## src/verilog/bcr_consts.svh

```systemverilog
// constants for the backlight control register bank: offsets, fields, defaults, times
// assumes a single 50 MHz clock; times are whole microseconds in ns, turned into cycles by BCR_CYC
`ifndef BCR_CONSTS_SVH
`define BCR_CONSTS_SVH

`define BCR_CLK_MHZ         50
// divide first: the longest step times the clock rate would overflow 32-bit math
`define BCR_CYC(ns)         ((ns) / 1000 * `BCR_CLK_MHZ)

`define BCR_ADDR_MASTER     8'h00
`define BCR_ADDR_SINK       8'h10
`define BCR_ADDR_CONFIG     8'h20
`define BCR_ADDR_OPTIONS    8'h30
`define BCR_ADDR_STATUS     8'h40

`define BCR_BIT_GROUP_A     2
`define BCR_BIT_GROUP_B     1
`define BCR_BIT_SOFT_RST    0
`define BCR_BIT_TIMERFLAG   4

`define BCR_MASK_MASTER     8'h06
`define BCR_MASK_SINK       8'h3F
`define BCR_MASK_CONFIG     8'hCF
`define BCR_MASK_OPTIONS    8'hFF

`define BCR_RST_MASTER      8'h00
`define BCR_RST_SINK        8'h00
`define BCR_RST_CONFIG      8'h0C
`define BCR_RST_OPTIONS     8'h00

`define BCR_STEP0_NS        6000
`define BCR_STEP1_NS        770000
`define BCR_STEP2_NS        1500000
`define BCR_STEP3_NS        3000000
`define BCR_STEP4_NS        6000000
`define BCR_STEP5_NS        12000000
`define BCR_STEP6_NS        25000000
`define BCR_STEP7_NS        50000000

`define BCR_FILT0_NS        3000000
`define BCR_FILT1_NS        800000
`define BCR_FILT2_NS        20000
`define BCR_FILT3_NS        1000

`endif

```

## src/verilog/bcr_pkg.sv

```systemverilog
// types shared by the backlight control register bank
// assumes the constants header is included by the design files
package bcr_pkg;

   // byte access handed over by the serial protocol engine
   typedef struct packed {
      logic       wr;
      logic       rd;
      logic [7:0] addr;
      logic [7:0] data;
   } bcr_regreq_t;

   typedef struct packed {
      logic       intEnable;
      logic       linearCurve;
      logic [1:0] unused;
      logic       sink6GroupSelect;
      logic       sink5GroupSelect;
      logic       pulseActiveLow;
      logic       pulseEnable;
   } bcr_config_t;

   typedef struct packed {
      logic [1:0] pumpGainChangeFilter;
      logic [2:0] rampDownStepTime;
      logic [2:0] rampUpStepTime;
   } bcr_options_t;

endpackage

```

## src/verilog/bcr_interval_timer.sv

```systemverilog
// interval timer: one-cycle tick every period cycles while run is high
// assumes period is at least one and stays put while running
`timescale 1ns/100ps
`include "bcr_consts.svh"

module bcr_interval_timer
   import bcr_pkg::*;
#(
   parameter int CW = 22
) (
   input  wire logic          clock,
   input  wire logic          srst,
   input  wire logic          run,
   input  wire logic [CW-1:0] period,
   output logic               tick
);

   if (CW < 1) begin : g_check
      $error("bcr_interval_timer: CW must be at least one");
   end

   logic [CW-1:0] count_q;
   logic [CW-1:0] count_d;
   logic          tick_q;
   logic          tick_d;

   always_comb begin
      count_d = count_q;
      tick_d  = 1'b0;
      if (!run) begin
         count_d = '0;
      end else if (count_q >= period - CW'(1)) begin
         count_d = '0;
         tick_d  = 1'b1;
      end else begin
         count_d = count_q + CW'(1);
      end
   end

   always_ff @(posedge clock) begin
      if (srst) begin
         count_q <= '0;
         tick_q  <= 1'b0;
      end else begin
         count_q <= count_d;
         tick_q  <= tick_d;
      end
   end

   assign tick = tick_q;

endmodule

```

## src/verilog/bcr_backlight_regs.sv

```systemverilog
// control register bank of a six-channel backlight driver
// assumes the serial engine hands over decoded byte writes and reads, one per cycle,
// and that all inputs are synchronous to clock
//
// Behaviour
// RULE1: master bit 2 switches every group A sink on or off; resets zero.
// RULE2: master bit 1 switches every group B sink on or off; resets zero.
// RULE3: writing one to master bit 0 restores all defaults, then bit clears itself.
// RULE4: sink enable bits 0..5 switch sinks one to six; reset zero.
// RULE5: config bit 7 gates the interrupt pin; cleared keeps it inactive.
// RULE6: a read of address 0x40 clears the pending interrupt.
// RULE7: config bit 6 picks linear curve for group A, else exponential.
// RULE8: config bit 3 puts sink six in group A when set, default set.
// RULE9: config bit 2 puts sink five in group A when set, default set.
// RULE10: config bit 1 sets pulse input polarity; zero is active high.
// RULE11: config bit 0 makes the pulse input honoured; cleared ignores it.
// RULE12: options bits 7:6 pick the charge pump gain change filter time.
// RULE13: options bits 5:3 pick the ramp down step time, 6us to 50ms.
// RULE14: options bits 2:0 pick the ramp up step time; reset code 000.
// RULE15: hardware enable low restores all defaults and disables the device.
// RULE16: host writes send device address, register address byte, then data byte.
// RULE17: undefined bits read as zero and ignore writes.
`timescale 1ns/100ps
`include "bcr_consts.svh"

module bcr_backlight_regs
   import bcr_pkg::*;
#(
   parameter int          CW               = 22,
   parameter int unsigned STEP_CYCLES [8]  = '{`BCR_CYC(`BCR_STEP0_NS),
                                               `BCR_CYC(`BCR_STEP1_NS),
                                               `BCR_CYC(`BCR_STEP2_NS),
                                               `BCR_CYC(`BCR_STEP3_NS),
                                               `BCR_CYC(`BCR_STEP4_NS),
                                               `BCR_CYC(`BCR_STEP5_NS),
                                               `BCR_CYC(`BCR_STEP6_NS),
                                               `BCR_CYC(`BCR_STEP7_NS)},
   parameter int unsigned FILTER_CYCLES [4] = '{`BCR_CYC(`BCR_FILT0_NS),
                                               `BCR_CYC(`BCR_FILT1_NS),
                                               `BCR_CYC(`BCR_FILT2_NS),
                                               `BCR_CYC(`BCR_FILT3_NS)}
) (
   input  wire logic        clock,
   input  wire logic        srst,
   input  wire logic        hardwareEnablePin,
   input  bcr_regreq_t      regReq,
   input  wire logic        timerEvent,
   input  wire logic        pulseIn,
   input  wire logic        pumpGainRequest,
   output logic [7:0]       rdData_q,
   output logic [5:0]       sinkOn_q,
   output logic             groupALinear_q,
   output logic             pulseGate_q,
   output logic             intOut_q,
   output logic             deviceEnabled_q,
   output logic             pumpGainHigh_q,
   output logic             rampUpTick,
   output logic             rampDownTick
);

   ////////////////////////////////////////////////////////////////////////////////
   // elaboration checks

   // every selectable period must fit the shared timer width
   for (genvar c = 0; c < 8; c++) begin : g_chk_step
      if (STEP_CYCLES[c] < 1 || STEP_CYCLES[c] >= (64'd1 << CW)) begin : g_bad
         $error("bcr_backlight_regs: step count does not fit CW");
      end
   end
   for (genvar c = 0; c < 4; c++) begin : g_chk_filt
      if (FILTER_CYCLES[c] < 1 || FILTER_CYCLES[c] >= (64'd1 << CW)) begin : g_bad
         $error("bcr_backlight_regs: filter count does not fit CW");
      end
   end

   ////////////////////////////////////////////////////////////////////////////////
   // register file

   logic [7:0]   master_q;
   logic [7:0]   master_d;
   logic [7:0]   sink_q;
   logic [7:0]   sink_d;
   bcr_config_t  config_q;
   bcr_config_t  config_d;
   bcr_options_t options_q;
   bcr_options_t options_d;
   logic         pending_q;
   logic         pending_d;
   logic [7:0]   rdData_d;
   logic         defaults;
   logic         softReset;

   // soft reset request: master write with bit 0 set
   assign softReset = regReq.wr && regReq.addr == `BCR_ADDR_MASTER
                      && regReq.data[`BCR_BIT_SOFT_RST];
   // RULE15: enable pin low
   assign defaults = !hardwareEnablePin;

   always_comb begin
      master_d  = master_q;
      sink_d    = sink_q;
      config_d  = config_q;
      options_d = options_q;
      pending_d = pending_q;
      rdData_d  = 8'h00;
      // RULE16: a write arrives as register address plus one data byte
      if (regReq.wr) begin
         case (regReq.addr)
            // RULE17: undefined bits masked off
            `BCR_ADDR_MASTER: begin
               master_d = regReq.data & `BCR_MASK_MASTER;
            end
            `BCR_ADDR_SINK: begin
               sink_d = regReq.data & `BCR_MASK_SINK;
            end
            `BCR_ADDR_CONFIG: begin
               config_d = bcr_config_t'(regReq.data & `BCR_MASK_CONFIG);
            end
            `BCR_ADDR_OPTIONS: begin
               options_d = bcr_options_t'(regReq.data & `BCR_MASK_OPTIONS);
            end
            default: begin
            end
         endcase
      end
      if (regReq.rd) begin
         case (regReq.addr)
            `BCR_ADDR_MASTER: begin
               rdData_d = master_q;
            end
            `BCR_ADDR_SINK: begin
               rdData_d = sink_q;
            end
            `BCR_ADDR_CONFIG: begin
               rdData_d = config_q;
            end
            `BCR_ADDR_OPTIONS: begin
               rdData_d = options_q;
            end
            `BCR_ADDR_STATUS: begin
               rdData_d[`BCR_BIT_TIMERFLAG] = pending_q;
               // RULE6: status read clears
               pending_d = 1'b0;
            end
            default: begin
               rdData_d = 8'h00;
            end
         endcase
      end
      // a new event wins over the clearing read
      if (timerEvent) begin
         pending_d = 1'b1;
      end
      // RULE3: soft reset restores every default, its own bit reads zero
      if (softReset || defaults) begin
         master_d  = `BCR_RST_MASTER;
         sink_d    = `BCR_RST_SINK;
         config_d  = bcr_config_t'(`BCR_RST_CONFIG);
         options_d = bcr_options_t'(`BCR_RST_OPTIONS);
         pending_d = 1'b0;
      end
   end

   always_ff @(posedge clock) begin
      if (srst) begin
         master_q  <= `BCR_RST_MASTER;
         sink_q    <= `BCR_RST_SINK;
         config_q  <= bcr_config_t'(`BCR_RST_CONFIG);
         options_q <= bcr_options_t'(`BCR_RST_OPTIONS);
         pending_q <= 1'b0;
         rdData_q  <= 8'h00;
      end else begin
         master_q  <= master_d;
         sink_q    <= sink_d;
         config_q  <= config_d;
         options_q <= options_d;
         pending_q <= pending_d;
         rdData_q  <= rdData_d;
      end
   end

   ////////////////////////////////////////////////////////////////////////////////
   // sink switching

   logic [5:0] inGroupA;
   logic [5:0] sinkOn_d;

   // sinks one to four always belong to group A
   assign inGroupA[3:0] = 4'hF;
   // RULE9: sink five group
   assign inGroupA[4]   = config_q.sink5GroupSelect;
   // RULE8: sink six group
   assign inGroupA[5]   = config_q.sink6GroupSelect;

   for (genvar s = 0; s < 6; s++) begin : g_sink
      // RULE4: per sink enable
      // RULE1: group A master
      // RULE2: group B master
      assign sinkOn_d[s] = sink_q[s] && hardwareEnablePin
                           && (inGroupA[s] ? master_q[`BCR_BIT_GROUP_A]
                                           : master_q[`BCR_BIT_GROUP_B]);
   end

   ////////////////////////////////////////////////////////////////////////////////
   // pulse input, curve, interrupt pin

   logic groupALinear_d;
   logic pulseGate_d;
   logic intOut_d;

   always_comb begin
      // RULE7: group A curve
      groupALinear_d = config_q.linearCurve;
      // RULE11: ignored input leaves the gate open
      // RULE10: active low input inverted
      pulseGate_d    = config_q.pulseEnable ? (pulseIn ^ config_q.pulseActiveLow) : 1'b1;
      // RULE5: pin gated by enable
      intOut_d       = pending_q && config_q.intEnable;
   end

   always_ff @(posedge clock) begin
      if (srst) begin
         sinkOn_q        <= 6'h00;
         groupALinear_q  <= 1'b0;
         pulseGate_q     <= 1'b1;
         intOut_q        <= 1'b0;
         deviceEnabled_q <= 1'b0;
      end else begin
         sinkOn_q        <= sinkOn_d;
         groupALinear_q  <= groupALinear_d;
         pulseGate_q     <= pulseGate_d;
         intOut_q        <= intOut_d;
         deviceEnabled_q <= hardwareEnablePin;
      end
   end

   ////////////////////////////////////////////////////////////////////////////////
   // ramp step timers and gain change filter

   logic [CW-1:0] upPeriod;
   logic [CW-1:0] downPeriod;
   logic [CW-1:0] filtPeriod;
   logic          filtRun;
   logic          filtTick;
   logic          pumpGainHigh_d;

   // counts are cut to CW bits on purpose; the elaboration checks keep them in range
   // RULE14: ramp up step time
   assign upPeriod   = CW'(STEP_CYCLES[options_q.rampUpStepTime]);
   // RULE13: ramp down step time
   assign downPeriod = CW'(STEP_CYCLES[options_q.rampDownStepTime]);
   // RULE12: gain filter time
   assign filtPeriod = CW'(FILTER_CYCLES[options_q.pumpGainChangeFilter]);
   assign filtRun    = hardwareEnablePin && (pumpGainRequest != pumpGainHigh_q);

   bcr_interval_timer #(
      .CW     (CW)
   ) u_up_timer (
      .clock  (clock),
      .srst   (srst),
      .run    (hardwareEnablePin),
      .period (upPeriod),
      .tick   (rampUpTick)
   );

   bcr_interval_timer #(
      .CW     (CW)
   ) u_down_timer (
      .clock  (clock),
      .srst   (srst),
      .run    (hardwareEnablePin),
      .period (downPeriod),
      .tick   (rampDownTick)
   );

   bcr_interval_timer #(
      .CW     (CW)
   ) u_filter_timer (
      .clock  (clock),
      .srst   (srst),
      .run    (filtRun),
      .period (filtPeriod),
      .tick   (filtTick)
   );

   // gain follows the request only once it has held for the filter time
   // a tick left over from an earlier run counts only while the request still differs
   always_comb begin
      pumpGainHigh_d = pumpGainHigh_q;
      if (!hardwareEnablePin) begin
         pumpGainHigh_d = 1'b0;
      end else if (filtTick && filtRun) begin
         pumpGainHigh_d = pumpGainRequest;
      end
   end

   always_ff @(posedge clock) begin
      if (srst) begin
         pumpGainHigh_q <= 1'b0;
      end else begin
         pumpGainHigh_q <= pumpGainHigh_d;
      end
   end

endmodule

```

## config.mk

```make
export PLATFORM = sky130hd
export DESIGN_NAME = bcr_backlight_regs
export DESIGN_NICKNAME = d
export VERILOG_FILES = /design/src/verilog/bcr_pkg.sv /design/src/verilog/bcr_interval_timer.sv /design/src/verilog/bcr_backlight_regs.sv
export VERILOG_INCLUDE_DIRS = /design/src /design/src/verilog
export SDC_FILE = /design/constraint.sdc
export NUM_CORES = 1
export LEC_CHECK = 0
export CELL_PAD_IN_SITES_DETAIL_PLACEMENT = 1
export CELL_PAD_IN_SITES_GLOBAL_PLACEMENT = 1
export CORE_MARGIN = 2
export CORE_UTILIZATION = 50
export CTS_BUF_LIST = sky130_fd_sc_hd__clkbuf_4
export DETAILED_ROUTE_END_ITERATION = 8
export DONT_BUFFER_PORTS = 1
export PLACE_DENSITY = 0.88
export REMOVE_ABC_BUFFERS = 1
export SYNTH_ARGS = -nofsm -noshare
export SYNTH_HDL_FRONTEND = slang
export SYNTH_SLANG_ARGS = --single-unit
export TNS_END_PERCENT = 30
```

## constraint.sdc

```tcl
create_clock -name clock -period 7.8 [get_ports clock]
set_input_delay 1.56 -clock clock [delete_from_list [all_inputs] [get_ports clock]]
set_output_delay 1.56 -clock clock [all_outputs]
set_load 0.1 [all_outputs]
```

==> results of run 1 <==
registers in the layout, summed over array words and instances (netlist names), 2 cells and up:
signal,cells
config_q,5
master_q,2
options_q,8
rdData_q,8
sinkOn_q,6
sink_q,6
u_down_timer.count_q,22
u_filter_timer.count_q,22
u_up_timer.count_q,22
power by group:
part           internal [mW]  switching (mW)
clock                 0.0807           0.221
sequential             0.571         0.00443
combinational        0.00643          0.0127
total                  0.658           0.239
final timing paths:
check / from / endpoint / cells past startpoint / slack [ns]
worst max-delay path: options_q[0] / u_up_timer.count_q[12] / 14 / 3.86
worst min register to register: sink_q[5] / sinkOn_q[5] / 2 / 0.47
worst min-delay path: sink_q[5] / sinkOn_q[5] / 2 / 0.47
worst max register to register: options_q[0] / u_up_timer.count_q[12] / 14 / 3.86
logic make-up (layout without fill, tap and decap cells):
family | count (synthesis) | after routing | share of synthesized area (%)
buffers and inverters | 50 | 37 | 3.40
AOI/OAI and AO/OA | 93 | 93 | 9.31
DFF | 111 | 111 | 33.7
adders and majority gates | 82 | 82 | 15.6
muxes | 25 | 25 | 3.93
and+or+nand+nor | 321 | 321 | 24.6
xor gates and xnor gates | 70 | 70 | 9.31
other | 2 | 5 | 0.114
cells in the final DEF (no fill, tap or decap), types with 4 or more instances in the layout:
cell / n
a21o_1: 4
conb_1: 5
nand3_1: 36
dfxtp_1: 111
mux2_2: 7
or2_2: 5
nand4_1: 17
a22oi_1: 6
o211ai_1: 4
ha_1: 82
nor2_1: 69
inv_1: 20
clkbuf_4: 10
nor4_1: 7
mux2i_1: 18
o21ai_0: 12
nor2b_1: 5
and3_1: 17
nand2_1: 73
xor2_1: 34
a21oi_2: 10
nor3_1: 53
a21oi_1: 41
and2_1: 6
xnor2_1: 36
nand2b_1: 12
cells in the mapped netlist (18+ instances only):
cell type    n  area (µm²)
nor3_1      53         265
nand2_1     73         274
a21oi_1     41         205
dfxtp_1    111        2220
clkbuf_1    21        78.8
nor2_1      69         259
ha_1        82        1030
nand3_1     36         180
inv_1       20        75.1
xnor2_1     36         315
xor2_1      34         298
mux2i_1     18         180
critical path, stage by stage (launching register included):
cell and delay, ns:
dfxtp_1 0.60, inv_1 0.23, ha_1 0.46, a21oi_1 0.17
and3_1 0.28, and3_1 0.19, mux2_2 0.33, a21oi_1 0.17
ha_1 0.16, nand4_1 0.12, nor4_1 0.38, a221oi_1 0.17
o211ai_1 0.12, buf_4 0.29, nor3_1 0.09
final cells by class:
cell class,count,area share (%)
Clock inverter,6,1.06
Tap cell,172,3.15
Timing Repair Buffer,1,0.110
Clock buffer,10,1.10
Multi-Input combinational cell,596,60.9
Sequential cell,111,32.6
Inverter,20,1.10
stage by stage:
step	instances	util [%]	setup slack, ns	hold slack (ns)
global route	916	53.6	3.45	0.502
floorplan	727	-	4.20	0.395
CTS	916	53.6	3.85	0.471
finish	916	53.6	3.86	0.468
detailed placement	900	52.5	3.92	0.446
global placement	900	52.5	4.08	0.434
per-layer routing:
layer  vias up  wire (µm)  part of all wire, %  global-route usage (%)
met2        75       8100                   50                    42.6
met4         0        278                  1.7                    7.07
li1       2602          -                    -                       -
met3        27        629                  3.9                    6.18
met1      2597       7280                   45                    29.1
met5         -          0                    0                       0
==> impl_metrics.json, run 1 <==
{
  "clkTransAtPathRegs_ns": 0.21,
  "final_max_slew_viol_count": 0,
  "clockBufferDepth": 2,
  "post_drt_wl_per_cell_um": 17.8,
  "synthCells": 754,
  "grt_pass1_wl_mm": 27.8,
  "synthFlopType": "dfxtp_1",
  "cts_max_level": 3,
  "hpwl_mm": 12.3,
  "cts_root_buf": "clkbuf_4",
  "ys_seq_area_share_pct": 33.7,
  "ys_async_sr_fraction_pct": 0,
  "antenna_left": 0,
  "tightest_slew_ns": 1.09,
  "setup_viol": 0,
  "port-buffer-count": 0,
  "clock_latency_ns": 0.53,
  "grt_util_all_layers_pct": 24.3,
  "initial_utilization_pct": 51.8,
  "ios": 45,
  "overflow": 0,
  "nFillCells": 1532,
  "end_kind": "register",
  "ys_ff_latch": 111,
  "cts_hold_buf": 0,
  "drt-total-wl_mm": 16.3,
  "drive_gt1_share_pct": 6.99,
  "antenna_found_initial": 0,
  "hold_violations": 0,
  "path_max_fanout": 23,
  "syn-mean-instance-area_um2": 8.74,
  "period_share_pct": 50.6,
  "die_w_um": 119,
  "fmax_ghz": 0.254,
  "grt_max_degree": 47,
  "clock_sinks": 111,
  "synth_cell_types": 55,
  "skew_ns": 0.0355,
  "ys_warn_count": 0,
  "cts_setup_buffers": 0,
  "critPathLaunchType": "register",
  "drt_first_iter_violations": 244,
  "row_count": 41,
  "grt_setup_unrepaired": "false",
  "fin_crit_ns": 3.94,
  "chipHeight_um": 119,
  "fin_area_um2": 6820,
  "fin_nets": 845,
  "core_area_um2": 12700,
  "die_area_um2": 14100,
  "power_density_nw_per_um2": 131,
  "drcViolationCount": 0,
  "grt_pass1_vias": 5679,
  "antenna_cells": 0,
  "hold_path.class": "reg -> reg",
  "setup_tns_ns": 0,
  "outcome": "finished, final reports clean",
  "cts_tree": "yes",
  "seqCellArea_um2": 2220,
  "vdd_drop_max_v": 0.000109,
  "synthToLayoutAreaGrowth_pct": 3.57,
  "worstPathRequired_ns": 8.15,
  "cts_resized": 0,
  "finalPower_mw": 0.896,
  "p_leak_nw": 2.53,
  "worst-setup-path-type": "reg -> reg",
  "max_cap_viol_count": 0,
  "cts_buffers": 9,
  "place_congestion": 0.873,
  "multi_input_area_um2": 4160,
  "synth_edf_count": 0,
  "syn_area_um2": 6590,
  "firstDrtPassIters": 5,
  "via_count": 5301,
  "relSlewSlack_pct": 27.0,
  "critical_path_arrival_ns": 4.30,
  "vias_per_cell": 5.79,
  "place_area_um2": 6680
}
(Power assumes the default switching activity.)
==> run 2, diff against run 1 <==
- ABC_AREA: unset -> 1
- CORE_UTILIZATION: 50 -> 49
- PLACE_DENSITY: 0.88 -> 0.9
- clock period: 7.8 -> 4 ns (I/O delays scaled with it)
==> impl_metrics.json, run 2 <==
{
  "overflow": 0,
  "end_kind": "register",
  "fin_nets": 1081,
  "worstRegToRegCells": 18,
  "ys_seq_area_share_pct": 31.8,
  "fin_crit_ns": 3.55,
  "chipHeight_um": 123,
  "yosys-top-cells-count": "nand2_1 (227), nor2_1 (140), inv_1 (119)",
  "ys_ff_latch": 111,
  "p_sw_share_pct": 27.1,
  "row_count": 43,
  "layout_commonest_cell": "nand2_1",
  "synth_edf_count": 0,
  "synthToLayoutAreaGrowth_pct": 4.49,
  "clock_sinks": 111,
  "antenna_found_initial": 1,
  "period_share_pct": 88.9,
  "cts_setup_buffers": 0,
  "p_switching_mw": 0.472,
  "ys_warn_count": 0,
  "place_congestion": 0.837,
  "hold_path.class": "in -> reg",
  "r2r_slack_ns": 0.45,
  "place_worst_setup_slack_ns": 0.530,
  "drive_gt1_share_pct": 6.02,
  "crit_top_cell": "nand2_1",
  "place_area_um2": 7160,
  "grt_max_degree": 23,
  "synthCells": 971,
  "post_drt_wl_per_cell_um": 15.3,
  "skew_ns": 0.0297,
  "cts_tree": "yes",
  "syn-mean-instance-area_um2": 7.20,
  "worstPathCellList": "inv_1 -> ha_1 -> inv_1 -> nand2_1 -> o21ai_0 -> nand2_1 -> nor3_2 -> nand3_1 -> xor2_1 -> ha_1 -> nand2_1 -> nor2_1 -> nand2_1 -> nor3_1 -> nand2_1 -> nand4_1 -> buf_4 -> nor2_1",
  "critPathMaxStageDelay_ns": 0.58,
  "critPathLaunchType": "register",
  "synthFlopType": "dfxtp_1",
  "grt_pass1_vias": 6470,
  "max_cap_viol_count": 0,
  "outcome": "finished, final reports clean",
  "dp_cells": 1144,
  "cp_num_buf_inv": 3,
  "yosysTopAreaCell": "dfxtp_1",
  "final_max_slew_viol_count": 0,
  "antenna_left": 0,
  "clock_latency_ns": 0.51,
  "die_area_um2": 15200,
  "seqCellArea_um2": 2220,
  "port-buffer-count": 0,
  "comb_power_share_pct": 2.6,
  "syn_area_um2": 6990,
  "drcViolationCount": 0,
  "p_seq_share_pct": 64.3,
  "ys_async_sr_fraction_pct": 0,
  "final_cell_mix": "nand2_1 (227), nor2_1 (140), inv_1 (119), dfxtp_1 (111), ha_1 (82)",
  "clkTransAtPathRegs_ns": 0.20,
  "cts_hold_buf": 0,
  "grt_setup_unrepaired": "false",
  "crit-reg2reg-launch": "options_q[1]",
  "critPathTopFamily": "simple AND/OR/NAND/NOR gates",
  "fin_cells": 1161,
  "firstDrtPassIters": 4,
  "tightest_slew_ns": 1.01,
  "grt_util_all_layers_pct": 25.2,
  "r2r_end": "u_up_timer.count_q[16]",
  "vias_per_cell": 5.25,
  "synth_cell_types": 44,
  "hold_violations": 0,
  "synth_top_area_share_pct": 31.8,
  "crit_end": "u_up_timer.count_q[16]",
  "fin_area_um2": 7300,
  "power_density_nw_per_um2": 239,
  "vdd_drop_max_v": 0.000182,
  "cp_slowest_cell": "dfxtp_1",
  "hpwl_mm": 14.0,
  "relSlewSlack_pct": 32.5,
  "initial_utilization_pct": 50.3,
  "synthTopCellsByArea": "dfxtp_1 (32%), ha_1 (15%), nand2_1 (12%), nor2_1 (7.5%), inv_1 (6.4%)",
  "yosysMostFrequentCell": "nand2_1",
  "core_area_um2": 13900,
  "worstPathRequired_ns": 4.41,
  "clockBufferDepth": 2,
  "hold-worst-slack_ns": 0.313,
  "setup_tns_ns": 0,
  "path_max_fanout": 22,
  "cts_max_level": 3,
  "p_int_mw": 1.27,
  "critical_path_arrival_ns": 3.96,
  "nFillCells": 1826,
  "setup_ws_ns": 0.445,
  "setup_viol": 0,
  "crit_path_start": "options_q[1]",
  "p_leak_nw": 3.07,
  "crit_cells": 18,
  "multi_input_area_um2": 4220,
  "cts_buffers": 9,
  "drt_first_iter_violations": 236,
  "worst-setup-path-type": "reg -> reg",
  "reg_top3": "u_down_timer.count_q x22, u_filter_timer.count_q x22, u_up_timer.count_q x22",
  "die_w_um": 123,
  "cts_resized": 0,
  "drt-total-wl_mm": 17.7,
  "grt_pass1_wl_mm": 30.5,
  "cts_root_buf": "clkbuf_4",
  "via_count": 6098,
  "power_frac_clock_pct": 33.1,
  "ios": 45,
  "fmax_ghz": 0.281
}
[run 2: cell count changes after synthesis, sizes merged, moves of 9 or more]
cell,before,now
nand2,73,235
inv,20,125
nor2,69,157
nor3,54,21
o21ai,12,33
clkbuf,21,2
mux2i,18,0
and3,17,0
nand2b,13,0
a21oi,51,61
nor4,10,1
[run 2: per-layer routing]
| metal | GRT usage [%] | vias up | routed length [µm] |
|---|---|---|---|
| li1 | - | 3098 | - |
| met1 | 29.0 | 2900 | 7640 |
| met2 | 46.5 | 72 | 9080 |
| met3 | 5.90 | 28 | 686 |
| met4 | 6.61 | 0 | 312 |
| met5 | 0 | - | 0 |
[run 2: worst min path at each step]
stage / startpoint / to / slack [ns] / depth (start not counted)
2_1_floorplan: u_filter_timer.tick / pumpGainHigh_q / 0.42 / 1
3_3_place_gp: u_up_timer.count_q[0] / u_up_timer.count_q[0] / 0.44 / 1
3_5_place_dp: u_filter_timer.tick / pumpGainHigh_q / 0.44 / 1
4_1_cts: srst / intOut_q / 0.29 / 1
5_1_grt: srst / groupALinear_q / 0.27 / 1
6_report: srst / groupALinear_q / 0.31 / 1
[run 2: area by class of cell]
class,instances,share of cell area (%)
flip-flops and latches,111,30.4
multi-input cells,725,57.8
well taps,180,3.08
clock buffers,9,0.925
repair buffers,2,0.206
clock inverters,7,1.03
diodes,1,0.0343
inverters,126,6.48
[run 2: stage by stage]
stage / total power, mW / util (%)
after floorplan: 1.17 / -
after CTS: 1.76 / 52.6
after global placement: 1.19 / 51.6
after global routing: 1.81 / 52.6
final: 1.74 / 52.6
after detailed placement: 1.19 / 51.6
[run 2: power groups by stage]
stage | clock network, mW | registers, mW | logic (mW)
global route | 0.639 | 1.12 | 0.0494
CTS | 0.595 | 1.12 | 0.0450
floorplan | 0 | 1.14 | 0.0314
detailed placement | 0 | 1.14 | 0.0447
global placement | 0 | 1.14 | 0.0428
finish | 0.577 | 1.12 | 0.0449
[run 2: logic make-up after synthesis]
logic type / count (synthesis) / share of synthesized area [%]
other: 2 / 0.107
adders and majority gates: 82 / 14.7
and+or+nand+nor: 474 / 30.0
buffers and inverters: 138 / 7.95
AOI/OAI and AO/OA: 108 / 8.45
xor gates and xnor gates: 56 / 7.02
DFF: 111 / 31.8
